===== config.mk =====
export PLATFORM = sky130hd
export DESIGN_NAME = pmr_monitor_regs
export DESIGN_NICKNAME = d
export VERILOG_FILES = /design/src/core/pmr_pkg.sv /design/src/core/pmr_reg_if.sv /design/src/core/pmr_accum.sv /design/src/core/pmr_monitor_regs.sv /design/src/core/pmr_wb_front.sv
export SDC_FILE = /design/constraint.sdc
export NUM_CORES = 1
export LEC_CHECK = 0
export ABC_CLOCK_PERIOD_IN_PS = 7700
export BUFFER_PORTS_ARGS = -buffer_cell sky130_fd_sc_hd__buf_2
export CAP_MARGIN = 20
export CORE_ASPECT_RATIO = 1.1
export CORE_MARGIN = 3
export CORE_UTILIZATION = 63
export DETAILED_ROUTE_END_ITERATION = 16
export PLACE_DENSITY = 0.93
export SYNTH_ARGS = -nofsm -noshare
export SYNTH_HDL_FRONTEND = slang
export SYNTH_SLANG_ARGS = --single-unit

===== constraint.sdc =====
create_clock -name clk_i -period 7.7 [get_ports clk_i]
set_input_delay 0.385 -clock clk_i [delete_from_list [all_inputs] [get_ports clk_i]]
set_output_delay 0.385 -clock clk_i [all_outputs]
set_load 0.01 [all_outputs]

===== src/core/pmr_pkg.sv =====
// Shared constants of the power monitor result and alert register bank
package pmr_pkg;

	// ------------------------------------------------------------
	// Register indices and byte addresses
	// ------------------------------------------------------------
	localparam int IDX_BUS_VOLT = 'h5;
	localparam int IDX_DIE_TEMP = 'h6;
	localparam int IDX_CURRENT = 'h7;
	localparam int IDX_POWER = 'h8;
	localparam int IDX_ENERGY = 'h9;
	localparam int IDX_CHARGE = 'ha;
	localparam int IDX_DIAG = 'hb;
	localparam int ADR_W = 8;
	localparam logic [7:0] ADR_BUS_VOLT = 8'(IDX_BUS_VOLT * 4);
	localparam logic [7:0] ADR_DIE_TEMP = 8'(IDX_DIE_TEMP * 4);
	localparam logic [7:0] ADR_CURRENT = 8'(IDX_CURRENT * 4);
	localparam logic [7:0] ADR_POWER = 8'(IDX_POWER * 4);
	localparam logic [7:0] ADR_ENERGY = 8'(IDX_ENERGY * 4);
	localparam logic [7:0] ADR_CHARGE = 8'(IDX_CHARGE * 4);
	localparam logic [7:0] ADR_DIAG = 8'(IDX_DIAG * 4);
	localparam logic [7:0] ADR_IRQ_STATUS = 8'h30;
	localparam logic [7:0] ADR_IRQ_MASK = 8'h34;
	localparam logic [7:0] ADR_ENERGY_HI = 8'h38;
	localparam logic [7:0] ADR_CHARGE_HI = 8'h3c;

	// ------------------------------------------------------------
	// Field layout
	// ------------------------------------------------------------
	localparam int RES_LSB = 4;
	localparam int VOLT_W = 20;
	localparam int TEMP_W = 16;
	localparam int POWER_W = 24;
	localparam int ACC_W = 40;
	localparam int DIAG_LATCH = 15;
	localparam int DIAG_CONVERSION_READY_ALERT_ENABLE = 14;
	localparam int DIAG_AVG = 13;
	localparam int DIAG_POL = 12;
	localparam int DIAG_EOF = 11;
	localparam int DIAG_COF = 10;
	localparam int FAULT_LSB = 2;
	localparam int FAULT_W = 6;
	localparam int DIAG_DONE = 1;
	localparam int DIAG_MEM = 0;
	localparam int ST_CONV = 0;
	localparam int ST_ALERT = 1;
	localparam int ST_EOF = 2;
	localparam int ST_COF = 3;
	localparam int ST_W = 4;

	// ------------------------------------------------------------
	// Reset values
	// ------------------------------------------------------------
	localparam logic [15:0] DIAG_RESET = 16'h0001;
	localparam logic [31:0] RESULT_RESET = 32'h0000_0000;

endpackage


===== src/core/pmr_reg_if.sv =====
// Register request carrier between bus front end and register bank
`timescale 1ns/1ps
`default_nettype none
interface pmr_reg_if;
	logic rd_stb;
	logic wr_stb;
	logic [7:0] addr;
	logic [31:0] wdata;
	logic [3:0] sel;
	logic [31:0] rdata;
	modport front(output rd_stb, output wr_stb, output addr, output wdata,
		output sel, input rdata);
	modport regs(input rd_stb, input wr_stb, input addr, input wdata,
		input sel, output rdata);
endinterface
`default_nettype wire


===== src/core/pmr_accum.sv =====
// Wrapping accumulator with overflow pulse, unsigned or two's complement
`timescale 1ns/1ps
`default_nettype none
module pmr_accum #(
	parameter int W = 40,
	parameter int IN_W = 24,
	parameter bit SIGNED = 1'b0
) (
	input wire logic clk_i, // Clock
	input wire logic rst_i, // Synchronous reset
	input wire logic add_i, // Add increment this cycle
	input wire logic [IN_W-1:0] inc_i, // Increment
	output logic [W-1:0] acc_o, // Accumulated value
	output logic ovf_o // Overflow pulse
);
	generate
		if (W <= IN_W) begin : g_bad_width
			$error("pmr_accum: W must exceed IN_W");
		end
	endgenerate

	logic [W-1:0] acc_q, acc_d;
	logic ovf_q, ovf_d;
	logic [W-1:0] ext;
	logic [W:0] sum;

	always_comb begin
		ext = SIGNED ? W'($signed(inc_i)) : W'(inc_i);
		sum = {1'b0, acc_q} + {1'b0, ext};
		acc_d = acc_q;
		ovf_d = 1'b0;
		if (add_i) begin
			// Wraps rather than saturates; the flag tells software
			acc_d = sum[W-1:0];
			if (SIGNED) begin
				ovf_d = (acc_q[W-1] == ext[W-1]) & (sum[W-1] != acc_q[W-1]);
			end else begin
				ovf_d = sum[W];
			end
		end
	end

	always_ff @(posedge clk_i) begin
		if (rst_i) begin
			acc_q <= '0;
			ovf_q <= 1'b0;
		end else begin
			acc_q <= acc_d;
			ovf_q <= ovf_d;
		end
	end

	assign acc_o = acc_q;
	assign ovf_o = ovf_q;
endmodule // pmr_accum
`default_nettype wire


===== src/core/pmr_monitor_regs.sv =====
// Result registers, alert logic and interrupt of the power monitor
`timescale 1ns/1ps
`default_nettype none

// Notes on behaviour
// - Bus voltage in bits 23:4, never negative
// - Low four bits of voltage and current results read zero
// - Die temperature fills sixteen bits, signed
// - Current signed in bits 23:4
// - Power unsigned, fills bits 23:0
// - Energy unsigned forty-bit accumulator
// - Charge signed forty-bit accumulator
// - Transparent mode: alert follows fault clearing
// - Latched mode: alert held until diag read
// - Conversion ready drives alert when enabled
// - Compare raw or averaged values per bit
// - Polarity bit selects open-drain active level
// - Latched: done flag clears on read, start
// - Energy overflow flag, cleared by energy read
module pmr_monitor_regs (
	input wire logic clk_i, // Clock, 100 MHz
	input wire logic rst_i, // Synchronous reset, active high
	input wire logic wb_cyc_i, // Wishbone cycle
	input wire logic wb_stb_i, // Wishbone strobe
	input wire logic wb_we_i, // Wishbone write enable
	input wire logic [7:0] wb_adr_i, // Wishbone byte address
	input wire logic [31:0] wb_dat_i, // Wishbone write data
	input wire logic [3:0] wb_sel_i, // Wishbone byte enables
	output logic [31:0] wb_dat_o, // Wishbone read data
	output logic wb_ack_o, // Wishbone acknowledge
	input wire logic conv_start_i, // New triggered conversion starts
	input wire logic raw_valid_i, // Raw sample compared this cycle
	input wire logic [5:0] fault_raw_i, // Limit faults on raw sample
	input wire logic conv_done_i, // Averaged conversion completes
	input wire logic [5:0] fault_avg_i, // Limit faults on averaged value
	input wire logic [19:0] bus_voltage_i, // Bus voltage code
	input wire logic [15:0] die_temp_i, // Die temperature code
	input wire logic [19:0] current_i, // Current code, signed
	input wire logic [23:0] power_i, // Power code, unsigned
	output logic alert_o, // Alert pin output level
	output logic alert_oe_o, // Alert pin output enable
	output logic irq_o // Interrupt, level, active high
);

	// ------------------------------------------------------------
	// Helpers
	// ------------------------------------------------------------
	// Twenty-bit code into a 24-bit register, low nibble zero
	function automatic logic [31:0] place_result(input logic [19:0] v);
		place_result = {8'h00, v, 4'h0};
	endfunction

	function automatic logic hit(input logic [7:0] a, input logic [7:0] b);
		hit = (a == b);
	endfunction

	// ------------------------------------------------------------
	// Bus front end
	// ------------------------------------------------------------
	pmr_reg_if rif ();

	pmr_wb_front u_front (
		.clk_i(clk_i),
		.rst_i(rst_i),
		.wb_cyc_i(wb_cyc_i),
		.wb_stb_i(wb_stb_i),
		.wb_we_i(wb_we_i),
		.wb_adr_i(wb_adr_i),
		.wb_dat_i(wb_dat_i),
		.wb_sel_i(wb_sel_i),
		.wb_dat_o(wb_dat_o),
		.wb_ack_o(wb_ack_o),
		.rif(rif.front)
	);

	logic diag_rd, energy_rd, charge_rd;
	logic diag_wr, status_wr, mask_wr;

	assign diag_rd = rif.rd_stb & hit(rif.addr, pmr_pkg::ADR_DIAG);
	assign energy_rd = rif.rd_stb & hit(rif.addr, pmr_pkg::ADR_ENERGY);
	assign charge_rd = rif.rd_stb & hit(rif.addr, pmr_pkg::ADR_CHARGE);
	assign diag_wr = rif.wr_stb & hit(rif.addr, pmr_pkg::ADR_DIAG)
		& rif.sel[1];
	assign status_wr = rif.wr_stb & hit(rif.addr, pmr_pkg::ADR_IRQ_STATUS)
		& rif.sel[0];
	assign mask_wr = rif.wr_stb & hit(rif.addr, pmr_pkg::ADR_IRQ_MASK)
		& rif.sel[0];

	// ------------------------------------------------------------
	// Result registers
	// ------------------------------------------------------------
	logic [19:0] volt_q, volt_d;
	logic [15:0] temp_q, temp_d;
	logic [19:0] curr_q, curr_d;
	logic [23:0] power_q, power_d;

	always_comb begin
		volt_d = volt_q;
		temp_d = temp_q;
		curr_d = curr_q;
		power_d = power_q;
		if (conv_done_i) begin
			// A negative code is a glitch; bus voltage is clamped at zero
			volt_d = bus_voltage_i[19] ? '0 : bus_voltage_i;
			temp_d = die_temp_i;
			curr_d = current_i;
			power_d = power_i;
		end
	end

	always_ff @(posedge clk_i) begin
		if (rst_i) begin
			volt_q <= '0;
			temp_q <= '0;
			curr_q <= '0;
			power_q <= '0;
		end else begin
			volt_q <= volt_d;
			temp_q <= temp_d;
			curr_q <= curr_d;
			power_q <= power_d;
		end
	end

	// ------------------------------------------------------------
	// Energy and charge accumulators
	// ------------------------------------------------------------
	logic [39:0] energy_acc, charge_acc;
	logic energy_ovf, charge_ovf;

	pmr_accum #(
		.W(pmr_pkg::ACC_W),
		.IN_W(pmr_pkg::POWER_W),
		.SIGNED(1'b0)
	) u_energy (
		.clk_i(clk_i),
		.rst_i(rst_i),
		.add_i(conv_done_i),
		.inc_i(power_i),
		.acc_o(energy_acc),
		.ovf_o(energy_ovf)
	);

	pmr_accum #(
		.W(pmr_pkg::ACC_W),
		.IN_W(pmr_pkg::VOLT_W),
		.SIGNED(1'b1)
	) u_charge (
		.clk_i(clk_i),
		.rst_i(rst_i),
		.add_i(conv_done_i),
		.inc_i(current_i),
		.acc_o(charge_acc),
		.ovf_o(charge_ovf)
	);

	// ------------------------------------------------------------
	// Diagnostic and alert control
	// ------------------------------------------------------------
	logic latch_en_q, latch_en_d;
	logic conversion_ready_alert_enable_en_q, conversion_ready_alert_enable_en_d;
	logic avg_cmp_q, avg_cmp_d;
	logic pol_q, pol_d;
	logic [5:0] flags_q, flags_d;
	logic done_q, done_d;
	logic eof_q, eof_d;
	logic cof_q, cof_d;
	logic cmp_valid;
	logic [5:0] cmp_fault;
	logic done_clr;
	logic alert_act;

	always_comb begin
		latch_en_d = latch_en_q;
		conversion_ready_alert_enable_en_d = conversion_ready_alert_enable_en_q;
		avg_cmp_d = avg_cmp_q;
		pol_d = pol_q;
		if (diag_wr) begin
			latch_en_d = rif.wdata[pmr_pkg::DIAG_LATCH];
			conversion_ready_alert_enable_en_d = rif.wdata[pmr_pkg::DIAG_CONVERSION_READY_ALERT_ENABLE];
			avg_cmp_d = rif.wdata[pmr_pkg::DIAG_AVG];
			pol_d = rif.wdata[pmr_pkg::DIAG_POL];
		end
	end

	always_comb begin
		// Averaged compare delays the alert to the end of averaging
		cmp_valid = avg_cmp_q ? conv_done_i : raw_valid_i;
		cmp_fault = avg_cmp_q ? fault_avg_i : fault_raw_i;
		flags_d = flags_q;
		if (latch_en_q) begin
			// A fault seen in the read cycle survives the read
			flags_d = diag_rd ? '0 : flags_q;
			if (cmp_valid) begin
				flags_d = flags_d | cmp_fault;
			end
		end else if (cmp_valid) begin
			flags_d = cmp_fault;
		end
	end

	always_comb begin
		done_clr = conv_start_i | (latch_en_q & diag_rd);
		done_d = conv_done_i | (done_q & ~done_clr);
		eof_d = energy_ovf | (eof_q & ~energy_rd);
		cof_d = charge_ovf | (cof_q & ~charge_rd);
	end

	always_ff @(posedge clk_i) begin
		if (rst_i) begin
			latch_en_q <= pmr_pkg::DIAG_RESET[pmr_pkg::DIAG_LATCH];
			conversion_ready_alert_enable_en_q <= pmr_pkg::DIAG_RESET[pmr_pkg::DIAG_CONVERSION_READY_ALERT_ENABLE];
			avg_cmp_q <= pmr_pkg::DIAG_RESET[pmr_pkg::DIAG_AVG];
			pol_q <= pmr_pkg::DIAG_RESET[pmr_pkg::DIAG_POL];
			flags_q <= '0;
			done_q <= pmr_pkg::DIAG_RESET[pmr_pkg::DIAG_DONE];
			eof_q <= pmr_pkg::DIAG_RESET[pmr_pkg::DIAG_EOF];
			cof_q <= pmr_pkg::DIAG_RESET[pmr_pkg::DIAG_COF];
		end else begin
			latch_en_q <= latch_en_d;
			conversion_ready_alert_enable_en_q <= conversion_ready_alert_enable_en_d;
			avg_cmp_q <= avg_cmp_d;
			pol_q <= pol_d;
			flags_q <= flags_d;
			done_q <= done_d;
			eof_q <= eof_d;
			cof_q <= cof_d;
		end
	end

	// ------------------------------------------------------------
	// Alert pin
	// ------------------------------------------------------------
	logic alert_oe_q, alert_oe_d;
	logic alert_prev_q;

	always_comb begin
		alert_act = (|flags_q) | (conversion_ready_alert_enable_en_q & done_q);
		// Open drain: active low pulls while active, active high while idle
		alert_oe_d = pol_q ? ~alert_act : alert_act;
	end

	always_ff @(posedge clk_i) begin
		if (rst_i) begin
			alert_oe_q <= 1'b0;
			alert_prev_q <= 1'b0;
		end else begin
			alert_oe_q <= alert_oe_d;
			alert_prev_q <= alert_act;
		end
	end

	// The pin only ever pulls low; level comes from the enable
	assign alert_o = 1'b0;
	assign alert_oe_o = alert_oe_q;

	// ------------------------------------------------------------
	// Interrupt status and mask
	// ------------------------------------------------------------
	logic [3:0] st_q, st_d;
	logic [3:0] mask_q, mask_d;
	logic [3:0] st_ev;
	logic irq_q, irq_d;

	always_comb begin
		st_ev = '0;
		st_ev[pmr_pkg::ST_CONV] = conv_done_i;
		st_ev[pmr_pkg::ST_ALERT] = alert_act & ~alert_prev_q;
		st_ev[pmr_pkg::ST_EOF] = energy_ovf;
		st_ev[pmr_pkg::ST_COF] = charge_ovf;
		st_d = st_q;
		if (status_wr) begin
			st_d = st_q & ~rif.wdata[pmr_pkg::ST_W-1:0];
		end
		// New events win over a clear in the same cycle
		st_d = st_d | st_ev;
		mask_d = mask_wr ? rif.wdata[pmr_pkg::ST_W-1:0] : mask_q;
		irq_d = |(st_d & mask_d);
	end

	always_ff @(posedge clk_i) begin
		if (rst_i) begin
			st_q <= '0;
			mask_q <= '0;
			irq_q <= 1'b0;
		end else begin
			st_q <= st_d;
			mask_q <= mask_d;
			irq_q <= irq_d;
		end
	end

	assign irq_o = irq_q;

	// ------------------------------------------------------------
	// Read data
	// ------------------------------------------------------------
	logic [15:0] diag_word;

	always_comb begin
		diag_word = '0;
		diag_word[pmr_pkg::DIAG_LATCH] = latch_en_q;
		diag_word[pmr_pkg::DIAG_CONVERSION_READY_ALERT_ENABLE] = conversion_ready_alert_enable_en_q;
		diag_word[pmr_pkg::DIAG_AVG] = avg_cmp_q;
		diag_word[pmr_pkg::DIAG_POL] = pol_q;
		diag_word[pmr_pkg::DIAG_EOF] = eof_q;
		diag_word[pmr_pkg::DIAG_COF] = cof_q;
		diag_word[pmr_pkg::FAULT_LSB +: pmr_pkg::FAULT_W] = flags_q;
		diag_word[pmr_pkg::DIAG_DONE] = done_q;
		// Trim memory is not modelled and always reports healthy
		diag_word[pmr_pkg::DIAG_MEM] = 1'b1;
	end

	always_comb begin
		unique case (rif.addr)
			pmr_pkg::ADR_BUS_VOLT: rif.rdata = place_result(volt_q);
			pmr_pkg::ADR_DIE_TEMP: rif.rdata = {16'h0000, temp_q};
			pmr_pkg::ADR_CURRENT: rif.rdata = place_result(curr_q);
			pmr_pkg::ADR_POWER: rif.rdata = {8'h00, power_q};
			pmr_pkg::ADR_ENERGY: rif.rdata = energy_acc[31:0];
			pmr_pkg::ADR_ENERGY_HI: rif.rdata = {24'h00_0000, energy_acc[39:32]};
			pmr_pkg::ADR_CHARGE: rif.rdata = charge_acc[31:0];
			pmr_pkg::ADR_CHARGE_HI: rif.rdata = {24'h00_0000, charge_acc[39:32]};
			pmr_pkg::ADR_DIAG: rif.rdata = {16'h0000, diag_word};
			pmr_pkg::ADR_IRQ_STATUS: rif.rdata = {28'h000_0000, st_q};
			pmr_pkg::ADR_IRQ_MASK: rif.rdata = {28'h000_0000, mask_q};
			default: rif.rdata = 32'h0000_0000;
		endcase
	end

endmodule // pmr_monitor_regs
`default_nettype wire


===== src/core/pmr_wb_front.sv =====
// Classic Wishbone slave front end: one strobe per access, answer next cycle
`timescale 1ns/1ps
`default_nettype none
module pmr_wb_front (
	input wire logic clk_i, // Clock
	input wire logic rst_i, // Synchronous reset
	input wire logic wb_cyc_i, // Bus cycle
	input wire logic wb_stb_i, // Strobe
	input wire logic wb_we_i, // Write enable
	input wire logic [7:0] wb_adr_i, // Byte address
	input wire logic [31:0] wb_dat_i, // Write data
	input wire logic [3:0] wb_sel_i, // Byte enables
	output logic [31:0] wb_dat_o, // Read data
	output logic wb_ack_o, // Acknowledge
	pmr_reg_if.front rif // Register requests
);
	logic ack_q, ack_d;
	logic [31:0] dat_q, dat_d;
	logic req;

	// Ack low gates the request so each access strobes exactly once
	assign req = wb_cyc_i & wb_stb_i & ~ack_q;
	assign rif.rd_stb = req & ~wb_we_i;
	assign rif.wr_stb = req & wb_we_i;
	assign rif.addr = {wb_adr_i[7:2], 2'b00};
	assign rif.wdata = wb_dat_i;
	assign rif.sel = wb_sel_i;

	always_comb begin
		ack_d = req;
		dat_d = dat_q;
		if (req & ~wb_we_i) begin
			dat_d = rif.rdata;
		end
	end

	always_ff @(posedge clk_i) begin
		if (rst_i) begin
			ack_q <= 1'b0;
			dat_q <= pmr_pkg::RESULT_RESET;
		end else begin
			ack_q <= ack_d;
			dat_q <= dat_d;
		end
	end

	assign wb_ack_o = ack_q;
	assign wb_dat_o = dat_q;
endmodule // pmr_wb_front
`default_nettype wire


==> qor.yml <==
hpwl_um: 26500
antenna_found_initial: 1
end_kind: "flip-flop"
leakagePower_nw: 6.21
post_drt_via_cell_ratio: 6.57
async_flop_share_pct: 0
worstPathArrival_ns: 3.84
synth.most_common_cell: "nor2_1"
yosysWarnings: 0
netlist_top_cells_count: "nor2_1 (244), dfxtp_1 (218), a21oi_1 (153)"
r2r_setup_slack_ns: 4.27
wirelength_um: 37800
crit_required_ns: 8.11
syn_nets: 1671
stdcell_area_um2: 14000
yosysTopAreaCellShare_pct: 35.3
critical_path_class: "flip-flop to flip-flop"
slew_headroom_pct: 32.4
core_um2: 19200
first_pass_iters: 9
clk_pin_slew_ns: 0.06
grt_pass1_wl_um: 59400
worst_pin_slew_ns: 1.01
synth_area_leaders: "dfxtp_1 (35%), mux2i_1 (10%), nor2_1 (7.4%)"
fp-row-count: 53
grt_pass1_vias: 11600
place.gp.congestion: 0.972
yosysSeqAreaShare_pct: 35.3
cts_hold_buf: 0
clk_latency_ns: 0.53
initial_core_util_pct: 64.5
peakVddDrop_mv: 0.203
hold_violations: 0
ys_seq_elements: 218
clockRootBuffer: "clkbuf_16"
clock-sinks: 218
cap_violations: 0
drc_errors: 0
cts_tree: "yes"
p_per_area_nw_per_um2: 240
numCtsBuffers: 23
min_path_type: "primary input to flip-flop"
port_buffers: 150
synth_area_per_cell_um2: 8.46
synthFlopType: "dfxtp_1"
grt_max_degree: 86
nets: 1775
grt_usage_pct: 33.6
wl_per_cell_um: 20.6
skew_ns: 0.0264
die_y_um: 153
routed-via-count: 12000
grt-ovfl-total: 0
post-route-period-util_pct: 44.5
setup_tns_ns: 0
netlist_area_um2: 12400
drt_iter0_markers: 1239
die_area_um2: 21400
fmax_mhz: 292
clk_path_buf_depth: 3
dpl-instance-area_um2: 13200
cts_htree_levels: 1
area_growth_pct: 13.5
netlist_instances: 1462
cp_max_fo: 6
postRouteAntennaNets: 0
fillCellCount: 1333
synth-edff-count: 0
layout-drive-gt1-share_pct: 15.0
setup_viol: 0
post_cts.resized_instances: 0
status: "finished, final reports clean"
ys_types: 79
yosys.area.top_type: "dfxtp_1"
period_minus_slack_ns: 3.43
boundaryPins: 180
post-cts-setup-buffers: 0
die_w_um: 140
start_kind: "flip-flop"
rsz0062_at_grt: "no"
maxSlewViolCount: 0
==> logic make-up (layout without fill, tap and decap cells) <==
| group | after synthesis | in the layout | share of synthesized area, % |
|---|---|---|---|
| AND/OR/NAND/NOR | 484 | 484 | 18.1 |
| other | 1 | 2 | 0.0303 |
| AO/OA/AOI/OAI | 390 | 390 | 20.6 |
| buffers and inverters | 102 | 222 | 3.14 |
| multiplexers | 142 | 142 | 11.9 |
| XOR/XNOR | 60 | 60 | 4.25 |
| flip-flops | 218 | 218 | 35.3 |
| adder cells (fa/ha/maj) | 65 | 65 | 6.70 |
==> worst paths after layout <==
path                         from                   end  cells after the start
max            u_charge.acc_o[10]    u_charge.acc_o[39]                     10
max reg2reg    u_charge.acc_o[10]    u_charge.acc_o[39]                     10
min reg2reg  u_front.wb_dat_o[21]  u_front.wb_dat_o[21]                      2
min              bus_voltage_i[9]             volt_q[9]                      3
==> where the power goes <==
group / internal [mW] / switching, mW
Sequential: 1.22 / 0.0893
Combinational: 0.379 / 0.523
Clock: 0.692 / 0.470
Total: 2.29 / 1.08
==> state kept, by name (all words and copies together) (netlist names), 4 cells and up <==
register / flops
volt_q: 19
curr_q: 20
power_q: 24
u_energy.acc_o: 40
temp_q: 16
st_q: 4
flags_q: 6
u_front.wb_dat_o: 32
u_charge.acc_o: 40
mask_q: 4
==> cells in the final DEF (no fill, tap or decap), types with 22 or more instances in the layout <==
cell	count
nand2_1	74
ha_1	63
mux2i_1	125
xnor2_1	39
buf_2	148
a21oi_1	153
o21ai_0	43
nor2_1	244
clkbuf_16	23
a22oi_1	31
a21o_1	34
nor2b_1	35
nand3_1	22
nand2b_1	23
dfxtp_1	218
==> per-stage QoR <==
stage,utilization [%],worst slack [ns],cells,hold slack [ns],power (mW)
4_1_cts,73.3,4.33,1829,0.0858,3.35
3_5_place_dp,69.1,4.20,1788,0.474,2.19
5_1_grt,73.3,4.15,1830,0.103,3.50
6_report,73.3,4.27,1830,0.0923,3.37
3_3_place_gp,69.1,4.21,1788,0.466,2.15
2_1_floorplan,-,4.90,1462,0.438,1.96
==> per-layer routing <==
metal  track usage, %  vias to the layer above  share of wire, %
met2             55.2                      726                46
met4             15.7                        0               4.6
met3             7.07                      150                11
li1                 -                     5498                 -
met5                0                        -                 0
met1             42.5                     5644                38
==> critical path, cell delays in order, from the launching register on <==
cell and delay, ns:
dfxtp_1 0.41, ha_1 0.34, and3_4 0.24, and2_1 0.16, a221oi_1 0.64, nand3_1 0.19
a21oi_1 0.35, o21ai_1 0.22, a21oi_2 0.22, mux2i_1 0.21, mux2_2 0.34
==> final cells by class <==
type | count | area [um^2] | share of cell area (%)
Clock buffer | 33 | 693 | 4.94
Clock inverter | 8 | 97.6 | 0.695
Inverter | 18 | 67.6 | 0.481
Sequential cell | 218 | 4360 | 31.1
Tap cell | 247 | 309 | 2.20
Multi-Input combinational cell | 1142 | 7650 | 54.5
Antenna cell | 1 | 2.50 | 0.0178
Timing Repair Buffer | 163 | 861 | 6.13
No activity file was read; power rests on OpenSTA's default activity.
